--- config.mk ---
export PLATFORM = sky130hd
export DESIGN_NAME = sfwp_write_protect
export DESIGN_NICKNAME = d
export VERILOG_FILES = /design/src/inc/sfwp_pkg.sv /design/src/design/sfwp_range_decode.sv /design/src/design/sfwp_write_protect.sv
export SDC_FILE = /design/constraint.sdc
export NUM_CORES = 1
export LEC_CHECK = 0
export ABC_AREA = 1
export CAP_MARGIN = 10
export CORE_ASPECT_RATIO = 0.5
export CORE_UTILIZATION = 42
export DETAILED_ROUTE_END_ITERATION = 10
export DONT_BUFFER_PORTS = 1
export MAX_ROUTING_LAYER = met4
export PLACE_DENSITY = 0.61
export SLEW_MARGIN = 20
export SYNTH_ARGS = -nofsm -noshare
export SYNTH_HDL_FRONTEND = slang
export SYNTH_HIERARCHICAL = 1
export SYNTH_SLANG_ARGS = --single-unit
--- constraint.sdc ---
create_clock -name hclk -period 3 [get_ports hclk]
set_input_delay 0.45 -clock hclk [delete_from_list [all_inputs] [get_ports hclk]]
set_output_delay 0.45 -clock hclk [all_outputs]
set_load 0.01 [all_outputs]
--- src/inc/sfwp_pkg.sv ---
// Shared constants and types for the flash write-protection block.
// Assumes an 18-bit byte address array and a 32-bit AHB-Lite register bus.
package sfwp_pkg;

   ////////////////////////////////////////////////////////////////////////////////
   // Array geometry and region sizes, in bytes.
   localparam logic [18:0] ARRAY_BYTES = 19'h40000;
   localparam logic [17:0] ARRAY_TOP   = 18'h3ffff;
   localparam logic [18:0] SZ_PAGE     = 19'h00100;
   localparam logic [18:0] SZ_4K       = 19'h01000;
   localparam logic [18:0] SZ_8K       = 19'h02000;
   localparam logic [18:0] SZ_16K      = 19'h04000;
   localparam logic [18:0] SZ_32K      = 19'h08000;
   localparam logic [18:0] SZ_64K      = 19'h10000;
   localparam logic [18:0] SZ_128K     = 19'h20000;

   ////////////////////////////////////////////////////////////////////////////////
   // Register byte offsets.
   localparam logic [7:0] REG_CMD     = 8'h00;
   localparam logic [7:0] REG_ADDR    = 8'h04;
   localparam logic [7:0] REG_SR_DATA = 8'h08;
   localparam logic [7:0] REG_STATUS  = 8'h0c;
   localparam logic [7:0] REG_RESULT  = 8'h10;
   localparam logic [7:0] REG_PROT_LO = 8'h14;
   localparam logic [7:0] REG_PROT_HI = 8'h18;

   // Command, protect-low and result register fields.
   localparam int unsigned CMD_ALIGN_BIT = 8;
   localparam int unsigned CMD_DONE_BIT  = 9;
   localparam int unsigned PROT_VALID_BIT = 31;
   localparam int unsigned RES_DEEP_BIT   = 8;

   ////////////////////////////////////////////////////////////////////////////////
   // Status register bit positions and masks.
   localparam int unsigned ST_WIP  = 0;
   localparam int unsigned ST_WLF  = 1;
   localparam int unsigned ST_PB0  = 2;
   localparam int unsigned ST_PB4  = 6;
   localparam int unsigned ST_SLK0 = 7;
   localparam int unsigned ST_SLK1 = 8;
   localparam int unsigned ST_PSUS = 10;
   localparam int unsigned ST_CPL  = 14;
   localparam int unsigned ST_ESUS = 15;
   localparam logic [15:0] STATUS_RESET = 16'h0000;
   localparam logic [15:0] SR_WR_MASK   = 16'h79fc;
   localparam logic [15:0] SR_HW_MASK   = 16'h01fc;
   localparam logic [15:0] SR_OTP_MASK  = 16'h3800;

   ////////////////////////////////////////////////////////////////////////////////
   // Command opcodes.
   localparam logic [7:0] OP_WLON  = 8'h06;
   localparam logic [7:0] OP_WRDI  = 8'h04;
   localparam logic [7:0] OP_WRSR  = 8'h01;
   localparam logic [7:0] OP_PP    = 8'h02;
   localparam logic [7:0] OP_PE    = 8'h81;
   localparam logic [7:0] OP_SE    = 8'h20;
   localparam logic [7:0] OP_BE32  = 8'h52;
   localparam logic [7:0] OP_BE    = 8'hd8;
   localparam logic [7:0] OP_CE_A  = 8'h60;
   localparam logic [7:0] OP_CE_B  = 8'hc7;
   localparam logic [7:0] OP_SUS_A = 8'h75;
   localparam logic [7:0] OP_SUS_B = 8'hb0;
   localparam logic [7:0] OP_RES_A = 8'h7a;
   localparam logic [7:0] OP_RES_B = 8'h30;
   localparam logic [7:0] OP_DP    = 8'hb9;
   localparam logic [7:0] OP_RDP   = 8'hab;

   // Result register one-hot outcome positions.
   localparam int unsigned RES_ACCEPT  = 0;
   localparam int unsigned RES_NOLATCH = 1;
   localparam int unsigned RES_PROT    = 2;
   localparam int unsigned RES_LEN     = 3;
   localparam int unsigned RES_LOCK    = 4;
   localparam int unsigned RES_IGNORE  = 5;

   // Bus slave phase.
   typedef enum logic [3:0] {
      BUS_IDLE   = 4'b0001,
      BUS_WRITE  = 4'b0010,
      BUS_RDWAIT = 4'b0100,
      BUS_RDDONE = 4'b1000
   } sfwp_bus_type;

endpackage

--- src/design/sfwp_range_decode.sv ---
// Decoder from protect bits and complement bit to a protected address range.
// Purely combinational, so the range always tracks the current status bits.
`timescale 1ns/10ps
`default_nettype none
module sfwp_range_decode
   import sfwp_pkg::*;
(
   input  wire logic [4:0]  protect_bits,
   input  wire logic        protect_complement,
   output logic             range_valid,
   output logic [17:0]      range_lo,
   output logic [17:0]      range_hi
);

   logic [18:0] size_w;
   logic        bottom_w;
   logic [18:0] lo_w;
   logic [18:0] hi_w;

   ////////////////////////////////////////////////////////////////////////////////
   // Size and anchor first; the complement is then just the remaining bytes at the
   // opposite end, which keeps both tables in one small piece of logic.
   always_comb begin
      size_w   = '0;
      bottom_w = protect_bits[3];
      if (!protect_bits[4]) begin
         case (protect_bits[1:0])
            2'b01:   size_w = SZ_64K;
            2'b10:   size_w = SZ_128K;
            2'b11:   size_w = ARRAY_BYTES;
            default: size_w = '0;
         endcase
      end else begin
         case (protect_bits[2:0])
            3'b001:  size_w = SZ_4K;
            3'b010:  size_w = SZ_8K;
            3'b011:  size_w = SZ_16K;
            3'b100:  size_w = SZ_32K;
            3'b101:  size_w = SZ_32K;
            3'b110:  size_w = SZ_32K;
            3'b111:  size_w = ARRAY_BYTES;
            default: size_w = '0;
         endcase
      end
      if (protect_complement) begin
         size_w   = ARRAY_BYTES - size_w;
         bottom_w = !bottom_w;
      end
      lo_w = bottom_w ? 19'h00000 : ARRAY_BYTES - size_w;
      hi_w = bottom_w ? size_w - 19'h00001 : {1'b0, ARRAY_TOP};
   end

   assign range_valid = (size_w != 19'h00000);
   assign range_lo    = lo_w[17:0];
   assign range_hi    = hi_w[17:0];

endmodule // sfwp_range_decode
`default_nettype wire

--- src/design/sfwp_write_protect.sv ---
// Write-protection, write-latch and suspend-status logic of a serial NOR flash,
// with its command, address and status registers behind an AHB-Lite slave.
// Assumes the SPI front end has already framed each command into the command
// register, with flags telling whether it was complete and byte aligned.
//
// Contract
// - Readable writable complement bit, default zero.
// - Suspended erase sets erase suspended flag.
// - Suspended program sets program suspended flag.
// - Status writes never change suspend flags.
// - Resume or power cycle clears suspend flags.
// - Power-up resets into standby.
// - Only complete well-formed commands change memory.
// - Reject commands not ending on byte boundary; a release in deep power-down skips this check.
// - Modifying commands need write latch set first.
// - Protected region readable, never programmed or erased.
// - Write-protect low freezes protect and lock bits.
// - Deep power-down ignores all but release.
// - Decode protect bits without complement.
// - Complement protects exactly the unprotected remainder.
// - Ignore program or erase touching protected area.
// - Clear latch refuses status, program, erase.
// - Chip erase only when nothing protected.
// - Lock bits 0,1 with pin low lock status.
`timescale 1ns/10ps
`default_nettype none
module sfwp_write_protect
   import sfwp_pkg::*;
(
   input  wire logic        hclk,
   input  wire logic        hresetn,
   input  wire logic        hsel,
   input  wire logic [31:0] haddr,
   input  wire logic [1:0]  htrans,
   input  wire logic        hwrite,
   input  wire logic [2:0]  hsize,
   input  wire logic        hready,
   input  wire logic [31:0] hwdata,
   output logic [31:0]      hrdata,
   output logic             hreadyout,
   output logic             hresp,
   input  wire logic        wp_n,
   input  wire logic        array_done,
   output logic             array_op_valid,
   output logic [7:0]       array_op_code,
   output logic [17:0]      array_op_lo,
   output logic [17:0]      array_op_hi,
   output logic             deep_power_down
);

   typedef struct packed {
      sfwp_bus_type bus;
      logic [7:0]   waddr;
      logic [15:0]  sr;
      logic [17:0]  cmd_addr;
      logic [15:0]  sr_data;
      logic [7:0]   last_op;
      logic [5:0]   result;
      logic         deep;
      logic         erase_op;
      logic [31:0]  rdata;
      logic         op_valid;
      logic [7:0]   op_code;
      logic [17:0]  op_lo;
      logic [17:0]  op_hi;
   } sfwp_state_type;

   sfwp_state_type s_q;
   sfwp_state_type s_d;

   logic        prot_valid;
   logic [17:0] prot_lo;
   logic [17:0] prot_hi;

   ////////////////////////////////////////////////////////////////////////////////
   // Bytes touched by a program or erase opcode; zero for anything else.
   function automatic logic [18:0] region_size(input logic [7:0] opc);
      case (opc)
         OP_PP, OP_PE:     region_size = SZ_PAGE;
         OP_SE:            region_size = SZ_4K;
         OP_BE32:          region_size = SZ_32K;
         OP_BE:            region_size = SZ_64K;
         OP_CE_A, OP_CE_B: region_size = ARRAY_BYTES;
         default:          region_size = '0;
      endcase
   endfunction

   // Register read mux; unmapped offsets read as zero.
   function automatic logic [31:0] reg_read(input sfwp_state_type s, input logic [7:0] off,
                                            input logic pv, input logic [17:0] lo, input logic [17:0] hi);
      reg_read = '0;
      case (off)
         REG_CMD:     reg_read[7:0] = s.last_op;
         REG_ADDR:    reg_read[17:0] = s.cmd_addr;
         REG_SR_DATA: reg_read[15:0] = s.sr_data;
         REG_STATUS:  reg_read[15:0] = s.sr;
         REG_RESULT:  reg_read = {23'h000000, s.deep, 2'b00, s.result};
         REG_PROT_LO: reg_read = {pv, 13'h0000, lo};
         REG_PROT_HI: reg_read[17:0] = hi;
         default:     reg_read = '0;
      endcase
   endfunction

   ////////////////////////////////////////////////////////////////////////////////
   // Protected range decoder, driven straight from the live status bits.
   sfwp_range_decode u_decode (
      .protect_bits       (s_q.sr[ST_PB4:ST_PB0]),
      .protect_complement (s_q.sr[ST_CPL]),
      .range_valid        (prot_valid),
      .range_lo           (prot_lo),
      .range_hi           (prot_hi)
   );

   ////////////////////////////////////////////////////////////////////////////////
   // Next-state logic: bus phases, then command execution on a command write.
   always_comb begin
      logic [7:0]  opc;
      logic        len_ok;
      logic        locked;
      logic [18:0] rsize;
      logic [18:0] rlo;
      logic [18:0] rhi;
      logic        hit;
      logic [15:0] nsr;
      opc    = hwdata[7:0];
      len_ok = hwdata[CMD_ALIGN_BIT] & hwdata[CMD_DONE_BIT];
      locked = (s_q.sr[ST_SLK1:ST_SLK0] == 2'b01 && !wp_n) || s_q.sr[ST_SLK1];
      rsize  = region_size(opc);
      rlo    = {1'b0, s_q.cmd_addr} & ~(rsize - 19'h00001);
      rhi    = rlo + rsize - 19'h00001;
      hit    = prot_valid && rlo <= {1'b0, prot_hi} && rhi >= {1'b0, prot_lo};
      nsr    = (s_q.sr & ~SR_WR_MASK) | (s_q.sr_data & SR_WR_MASK);
      s_d    = s_q;
      s_d.op_valid = 1'b0;

      // The array engine reports completion; a suspended operation is not running.
      if (array_done && s_q.sr[ST_WIP]) begin
         s_d.sr[ST_WIP] = 1'b0;
      end

      // Address phase is taken only while this slave is ready.
      case (s_q.bus)
         BUS_RDWAIT: begin
            s_d.rdata = reg_read(s_q, s_q.waddr, prot_valid, prot_lo, prot_hi);
            s_d.bus   = BUS_RDDONE;
         end
         default: begin
            if (hsel && htrans[1] && hready) begin
               s_d.waddr = (haddr[31:8] == 24'h000000) ? haddr[7:0] : 8'hff;
               s_d.bus   = hwrite ? BUS_WRITE : BUS_RDWAIT;
            end else begin
               s_d.bus = BUS_IDLE;
            end
         end
      endcase

      // Write data phase.
      if (s_q.bus == BUS_WRITE) begin
         case (s_q.waddr)
            REG_ADDR:    s_d.cmd_addr = hwdata[17:0];
            REG_SR_DATA: s_d.sr_data = hwdata[15:0];
            REG_CMD: begin
               s_d.last_op = opc;
               s_d.result  = '0;
               if (s_q.deep) begin
                  // Only the release command is heard in deep power-down.
                  if (opc == OP_RDP) begin
                     s_d.deep = 1'b0;
                     s_d.result[RES_ACCEPT] = 1'b1;
                  end else begin
                     s_d.result[RES_IGNORE] = 1'b1;
                  end
               end else if (!len_ok) begin
                  s_d.result[RES_LEN] = 1'b1;
               end else if (s_d.sr[ST_WIP] && opc != OP_SUS_A && opc != OP_SUS_B) begin
                  s_d.result[RES_IGNORE] = 1'b1;
               end else begin
                  case (opc)
                     OP_WLON: begin
                        s_d.sr[ST_WLF] = 1'b1;
                        s_d.result[RES_ACCEPT] = 1'b1;
                     end
                     OP_WRDI: begin
                        s_d.sr[ST_WLF] = 1'b0;
                        s_d.result[RES_ACCEPT] = 1'b1;
                     end
                     OP_WRSR: begin
                        if (!s_q.sr[ST_WLF]) begin
                           s_d.result[RES_NOLATCH] = 1'b1;
                        end else if (locked) begin
                           s_d.result[RES_LOCK] = 1'b1;
                        end else begin
                           if (!wp_n) begin
                              nsr = (nsr & ~SR_HW_MASK) | (s_q.sr & SR_HW_MASK);
                           end
                           // SR_OTP_MASK bits 11 to 13 are one-time: they can be set, never cleared.
                           nsr = nsr | (s_q.sr & SR_OTP_MASK);
                           s_d.sr[ST_CPL:ST_PB0] = nsr[ST_CPL:ST_PB0];
                           s_d.sr[ST_WLF] = 1'b0;
                           s_d.result[RES_ACCEPT] = 1'b1;
                        end
                     end
                     OP_PP, OP_PE, OP_SE, OP_BE32, OP_BE, OP_CE_A, OP_CE_B: begin
                        if (!s_q.sr[ST_WLF]) begin
                           s_d.result[RES_NOLATCH] = 1'b1;
                        end else if (hit) begin
                           s_d.result[RES_PROT] = 1'b1;
                        end else if (s_q.sr[ST_ESUS] || s_q.sr[ST_PSUS]) begin
                           s_d.result[RES_IGNORE] = 1'b1;
                        end else begin
                           // Only now, with every check passed, is the array touched.
                           s_d.sr[ST_WIP]  = 1'b1;
                           s_d.sr[ST_WLF]  = 1'b0;
                           s_d.erase_op    = (opc != OP_PP);
                           s_d.op_valid    = 1'b1;
                           s_d.op_code     = opc;
                           s_d.op_lo       = rlo[17:0];
                           s_d.op_hi       = rhi[17:0];
                           s_d.result[RES_ACCEPT] = 1'b1;
                        end
                     end
                     OP_SUS_A, OP_SUS_B: begin
                        if (s_d.sr[ST_WIP]) begin
                           s_d.sr[ST_WIP] = 1'b0;
                           if (s_q.erase_op) begin
                              s_d.sr[ST_ESUS] = 1'b1;
                           end else begin
                              s_d.sr[ST_PSUS] = 1'b1;
                           end
                           s_d.op_valid = 1'b1;
                           s_d.op_code  = opc;
                           s_d.result[RES_ACCEPT] = 1'b1;
                        end else begin
                           s_d.result[RES_IGNORE] = 1'b1;
                        end
                     end
                     OP_RES_A, OP_RES_B: begin
                        // Resume restarts the held operation if one was suspended.
                        if (s_q.sr[ST_ESUS] || s_q.sr[ST_PSUS]) begin
                           s_d.sr[ST_WIP] = 1'b1;
                           s_d.op_valid   = 1'b1;
                           s_d.op_code    = opc;
                        end
                        s_d.sr[ST_ESUS] = 1'b0;
                        s_d.sr[ST_PSUS] = 1'b0;
                        s_d.result[RES_ACCEPT] = 1'b1;
                     end
                     OP_DP: begin
                        s_d.deep = 1'b1;
                        s_d.result[RES_ACCEPT] = 1'b1;
                     end
                     default: s_d.result[RES_IGNORE] = 1'b1;
                  endcase
               end
            end
            default: s_d.bus = s_d.bus;
         endcase
      end

      // Chip erase is refused whenever any region is protected.
      if (s_q.bus == BUS_WRITE && s_q.waddr == REG_CMD && !s_q.deep && len_ok && s_q.sr[ST_WLF]
          && !s_q.sr[ST_WIP] && (opc == OP_CE_A || opc == OP_CE_B) && prot_valid) begin
         s_d.sr[ST_WIP] = s_q.sr[ST_WIP];
         s_d.sr[ST_WLF] = s_q.sr[ST_WLF];
         s_d.op_valid   = 1'b0;
         s_d.result     = '0;
         s_d.result[RES_PROT] = 1'b1;
      end
   end

   ////////////////////////////////////////////////////////////////////////////////
   // State register. Reset is the power cycle: standby, flags and latch cleared.
   always_ff @(posedge hclk or negedge hresetn) begin
      if (!hresetn) begin
         s_q     <= '0;
         s_q.bus <= BUS_IDLE;
         s_q.sr  <= STATUS_RESET;
      end else begin
         s_q <= s_d;
      end
   end

   ////////////////////////////////////////////////////////////////////////////////
   // Outputs. Reads take one wait state so they always see the latest write.
   assign hrdata          = s_q.rdata;
   assign hreadyout       = (s_q.bus != BUS_RDWAIT);
   assign hresp           = 1'b0;
   assign array_op_valid  = s_q.op_valid;
   assign array_op_code   = s_q.op_code;
   assign array_op_lo     = s_q.op_lo;
   assign array_op_hi     = s_q.op_hi;
   assign deep_power_down = s_q.deep;

endmodule // sfwp_write_protect
`default_nettype wire

[Yosys cells after proc, flatten, opt, wreduce, memory -nomap -nowiden]
Index checks and enable logic that the tools add are counted.
Storage, ports and cells
  register bits: 155
  input bits: 76
  output and inout bits: 80
Operators by class
  add/sub/neg operators: 6
  magnitude comparators: 2
  equality and inequality tests: 48
  muxes and demuxes: 99
  bitwise gates (word level): 13
  reduce and logical (&&, ||, !) cells: 51
Operators by type and width (number)
  $mux W45: 8
  $pmux W19 S5: 2
  $mux W15: 9
  $pmux W19 S3: 1
  $pmux W8 S7: 1
  $mux W18: 3
  $mux W51: 1
  $eq A8 B8 Y1 const B: 6
  $pmux W8 S6: 1
  $mux W1: 41
  $mux W19: 2
  $sub A19 B1 Y19 const B: 2
  $mux W36: 1
  $eq A8 B7 Y1 const B: 4
  $mux W16: 2
  $pmux W9 S3: 1
  $eq A8 B3 Y1 const B: 3
  $eq A8 B5 Y1 const B: 3
  $logic_not A24 Y1: 1
  $mux W10: 2
  $add A19 B19 Y19: 1
  $and A18 B19 Y19: 1
  $ge A19 B18 Y1: 1
  $le A19 B18 Y1: 1
  other kinds (58): 121

[Depth between registers and ports, before layout]
  depth after elaboration: 20
  depth in mapped cells: 33
  depth with buffers taken out: 32

[By module]
The synthesis kept the hierarchy.
Modules (own cells, without submodules)
  sfwp_write_protect: instances 1, cells each 982, area each 7738.7 µm²
  sfwp_range_decode: instances 1, cells each 113, area each 644.4 µm²

[Least setup slack after synthesis]
No wires, ideal clock.
  kind: input to register
  start point: input hwdata[0]
  end point: register s_q, in the netlist array_op_hi[10]
  library setup time: 125 ps
  arrival: 4030 ps
  required time: 2875 ps
  path slack: -1155 ps
  stages on the path: 26
  path buffers: 2
  cell sequence: buf_6 -> nor2_1 -> nand2_1 -> nor2_1 -> inv_1 -> ha_1 -> and2_1 -> nor3_1 -> inv_1 -> ha_1 -> inv_1 -> ha_1 -> nand2_1 -> inv_1 -> nand2_1 -> nand3_1 -> xor2_1 -> inv_1 -> ha_1 -> o21a_1 -> a21oi_1 -> nand3_2 -> nand2_2 -> nand3_2 -> buf_6 -> mux2_4
On the way
  cells in the longest elaborated chain, start to end: 12
  elaborated cells between the ends (all ways): 27
Ends and longest elaborated chain
  from (decl): line sfwp_write_protect.sv:38  | input wire logic [31:0] hwdata,
  $eq A8 B7 Y1, or another cell as far along: line sfwp_write_protect.sv:78, sfwp_write_protect.sv:178
  $reduce_or A2 Y1: line sfwp_write_protect.sv:78  | case (opc)
  $pmux W19 S5: line sfwp_write_protect.sv:78
  $sub A19 B1 Y19: line sfwp_write_protect.sv:129  | rlo = {1'b0, s_q.cmd_addr} & ~(rsize - 19'h00001);
  $not A19 Y19: line sfwp_write_protect.sv:129
  $and A18 B19 Y19: line sfwp_write_protect.sv:129
  $add A19 B19 Y19: line sfwp_write_protect.sv:130  | rhi = rlo + rsize - 19'h00001;
  $sub A19 B1 Y19: line sfwp_write_protect.sv:130
  $ge A19 B18 Y1: line sfwp_write_protect.sv:131  | hit = prot_valid && rlo <= {1'b0, prot_hi} && rhi >= {1'b0, prot_lo};
  $logic_and A1 B1 Y1: line sfwp_write_protect.sv:131
  $not A1 Y1 (no line)
  $reduce_and A9 Y1 (no line)
  to (decl): line sfwp_write_protect.sv:68  | sfwp_state_type s_q;
Parallel ways exist; a longest one is shown, timed or not.
A chain may end at the register's enable or synchronous reset.

[Worst setup path in the final report]
  start point: input hwdata[7]
  end point: register s_q, in the netlist array_op_hi[14]
Same word-level chain as after synthesis.

==> reports/metrics.cfg <==
[timing]
fin_tns_setup_ns = -24.34
worst_slew_pin_slew_ns = 0.742
setup_ws_ns = -0.785
finalHoldViolations = 126
max_freq_mhz = 264
setup_viol = 36
maxSlewHeadroom_pct = 50.5
clock_skew_ns = 0.00837
timing.hold.ws_ns = -0.298
rsz0062_at_grt = yes
drv_slew = 0
finalCritPeriodShare_pct = 126
finalWorstPathRequiredPeriod_ns = 3.78

[placed_design]
place_ws_ns = -1.35
port_buffers = 0
gp_congestion = 0.900
dp_hpwl_mm = 18.0

[power_and_ir_drop]
power.density_nw_per_um2 = 393
leakage_nw = 5.58
irDropWorstVdd_uv = 411

[setup_path]
r2r_start = s_q[119]
crit_path_end_kind = register
criticalPathCategory = in2reg
crit_fanout = 6
timing.rr.end = array_op_hi[14]
crit_arrival_ns = 4.10
cp-start-kind = input pin
r2r_cells = 23
cp-endpoint = array_op_hi[14]
crit_required_ns = 3.32
crit_path_start = hwdata[7]
rrSetupSlack_ns = -0.61

[global_route]
grt_use_met1_pct = 33.4
top_usage_layer = met2
grt_pass1_vias = 7075
use_met2_pct = 39.5
gr-usage-met3_pct = 5.58
grt-ovfl-total = 0
antenna_found_initial = 0
grt_pass1_wl_mm = 38.1
grt_usage_pct = 25.4
grt_max_degree = 127

[cells_and_area]
drive_gt1_share_pct = 31.6
fillers = 1789
diodes = 0
nNetsFinal = 1320
layout_commonest_cell = nand2_1
area_growth_syn_to_layout_pct = 25.7
utilization_pct = 54.0
mostFrequentLayoutCells = 206 x nand2_1, 169 x buf_4, 129 x inv_1

[clocking]
cts_root_buf = clkbuf_16
cts_buffers = 17
cts_buffer_depth = 2
cts.sink_count = 126
cts.clk_slew.worst_paths_ns = 0.06
cts_tree = built
clk-insertion-delay-late_ns = 0.44
htreeDepth = 4

[synthesis]
synth.distinct_cells = 54
synth_cells = 1095
synth_seq_cells = 126
synth-main-ff-cell = dfrtp_1
avgSynthCellArea_um2 = 7.66
synth-edff-count = 0
yosysSeqAreaShare_pct = 37.6
ys_warn_count = 6
synth-async-reset-ratio_pct = 100
synth_area_um2 = 8380

[detailed_routing]
dr.pass1.iters = 5
drt_iter0_drc = 507
wirelength_mm = 25.1
avgRoutedWirePerCell_um = 16.8
vias = 7445
viasPerCell = 5.00
drc = 0
drtAntennaViolNets = 0

[floorplanning]
die_h_um = 102
core_area_um2 = 19500
die_x_um = 202
num_rows = 36
initial_utilization_pct = 43.0
ios = 156
die-area_um2 = 20600

[outcome]
failed_checks = negative hold slack, negative setup slack
status = finished with violations

[job]
maxCapViolCount = 0

[min_path]
worstHoldPathType = in2async

[cell usage after synthesis (7+ instances only)]
cell type | count | area [um2]
a211oi_1 | 8 | 60.1
nand4_1 | 11 | 68.8
nor4_1 | 10 | 62.6
nor2_2 | 10 | 62.6
nor2_1 | 67 | 251
nor3_1 | 20 | 100
a21oi_1 | 36 | 180
inv_2 | 14 | 52.6
o21ai_2 | 9 | 78.8
nand3_1 | 35 | 175
inv_1 | 145 | 544
nand2_2 | 15 | 93.8
clkbuf_1 | 17 | 63.8
xor2_1 | 7 | 61.3
buf_4 | 102 | 766
a221oi_1 | 7 | 61.3
dfrtp_1 | 125 | 3130
nand2_1 | 237 | 890
o21ai_0 | 91 | 455
ha_1 | 34 | 425
o22ai_1 | 14 | 87.6
[state kept, by name, summed over array words and instances, names as in the netlist]
signal / flops
deep_power_down: 1
s_q: 76
array_op_lo: 10
array_op_hi: 11
array_op_valid: 1
hrdata: 19
array_op_code: 8
[through the flow]
step	std cells	cell area [um2]	total power [W]
after floorplan	1138	8610	0.00202
after global placement	1412	9080	0.00200
after detailed placement	1412	9080	0.00200
after CTS	1481	10200	0.00416
after global routing	1488	10500	0.00428
final	1488	10500	0.00414
[power by group]
group | internal (W) | switching [W]
clock | 0.00129 | 0.000838
combinational | 0.000102 | 0.000134
sequential | 0.00173 | 0.0000409
total | 0.00313 | 0.00101
[final cells by class]
class                      count  area, um2  share of cell area (%)
timing repair buffer         179       1420                    13.5
multi-input combinational    723       4390                    41.7
sequential                   126       3150                    29.9
inverter                     162        631                    5.99
clock inverter                11        133                    1.26
clock buffer                  21        470                    4.47
tap                          266        333                    3.16
[logic make-up after synthesis]
logic type | count (synthesis) | share of synthesized area [%]
other cells | 3 | 0.134
mux | 6 | 0.970
fa+ha+maj | 35 | 5.31
xor+xnor | 9 | 0.940
compound gates | 201 | 14.2
flops | 126 | 37.6
simple gates | 426 | 22.8
buf+inv | 289 | 18.0
[what timing repair did]
action                                 CTS  global route
resized for setup                       69            66
buffers inserted                        35             8
setup endpoints to repair               36            43
pin swaps                               28            41
cloned                                   2             0
endpoints found under the hold margin  126           126
[metal layers]
metal | vias up | wire (um)
met1 | 3524 | 11800
met2 | 224 | 11300
met3 | 44 | 1380
met5 | - | 0
li1 | 3653 | -
met4 | 0 | 528
[worst max-delay path: stages]
cell and delay (ns):
nor2_4 0.14, nand2_4 0.08, inv_2 0.07, nand2_2 0.07
nand2_4 0.09, inv_4 0.05, ha_4 0.18, and2_4 0.15
nor3_4 0.22, inv_2 0.08, ha_4 0.28, inv_4 0.04
ha_4 0.28, nand2_2 0.05, inv_2 0.06, nand2_2 0.05
nand3_2 0.08, xor2_2 0.16, inv_1 0.06, ha_1 0.28
o21a_1 0.19, a21oi_2 0.13, nand3_2 0.11, nand2_2 0.11
nand3_4 0.13, buf_12 0.19, mux2_4 0.29
[worst min-delay path by stage]
stage                        from               end  slack [ns]  cells after the start
after global placement    hresetn   array_op_lo[11]        0.16                      0
after CTS                 hresetn   array_op_lo[13]       -0.31                      0
after global routing      hresetn   array_op_lo[13]       -0.31                      0
after detailed placement  hresetn   array_op_lo[13]        0.16                      0
after floorplan           hresetn  array_op_code[0]        0.15                      0
final                     hresetn   array_op_lo[13]       -0.30                      0
(Power assumes the default switching activity.)
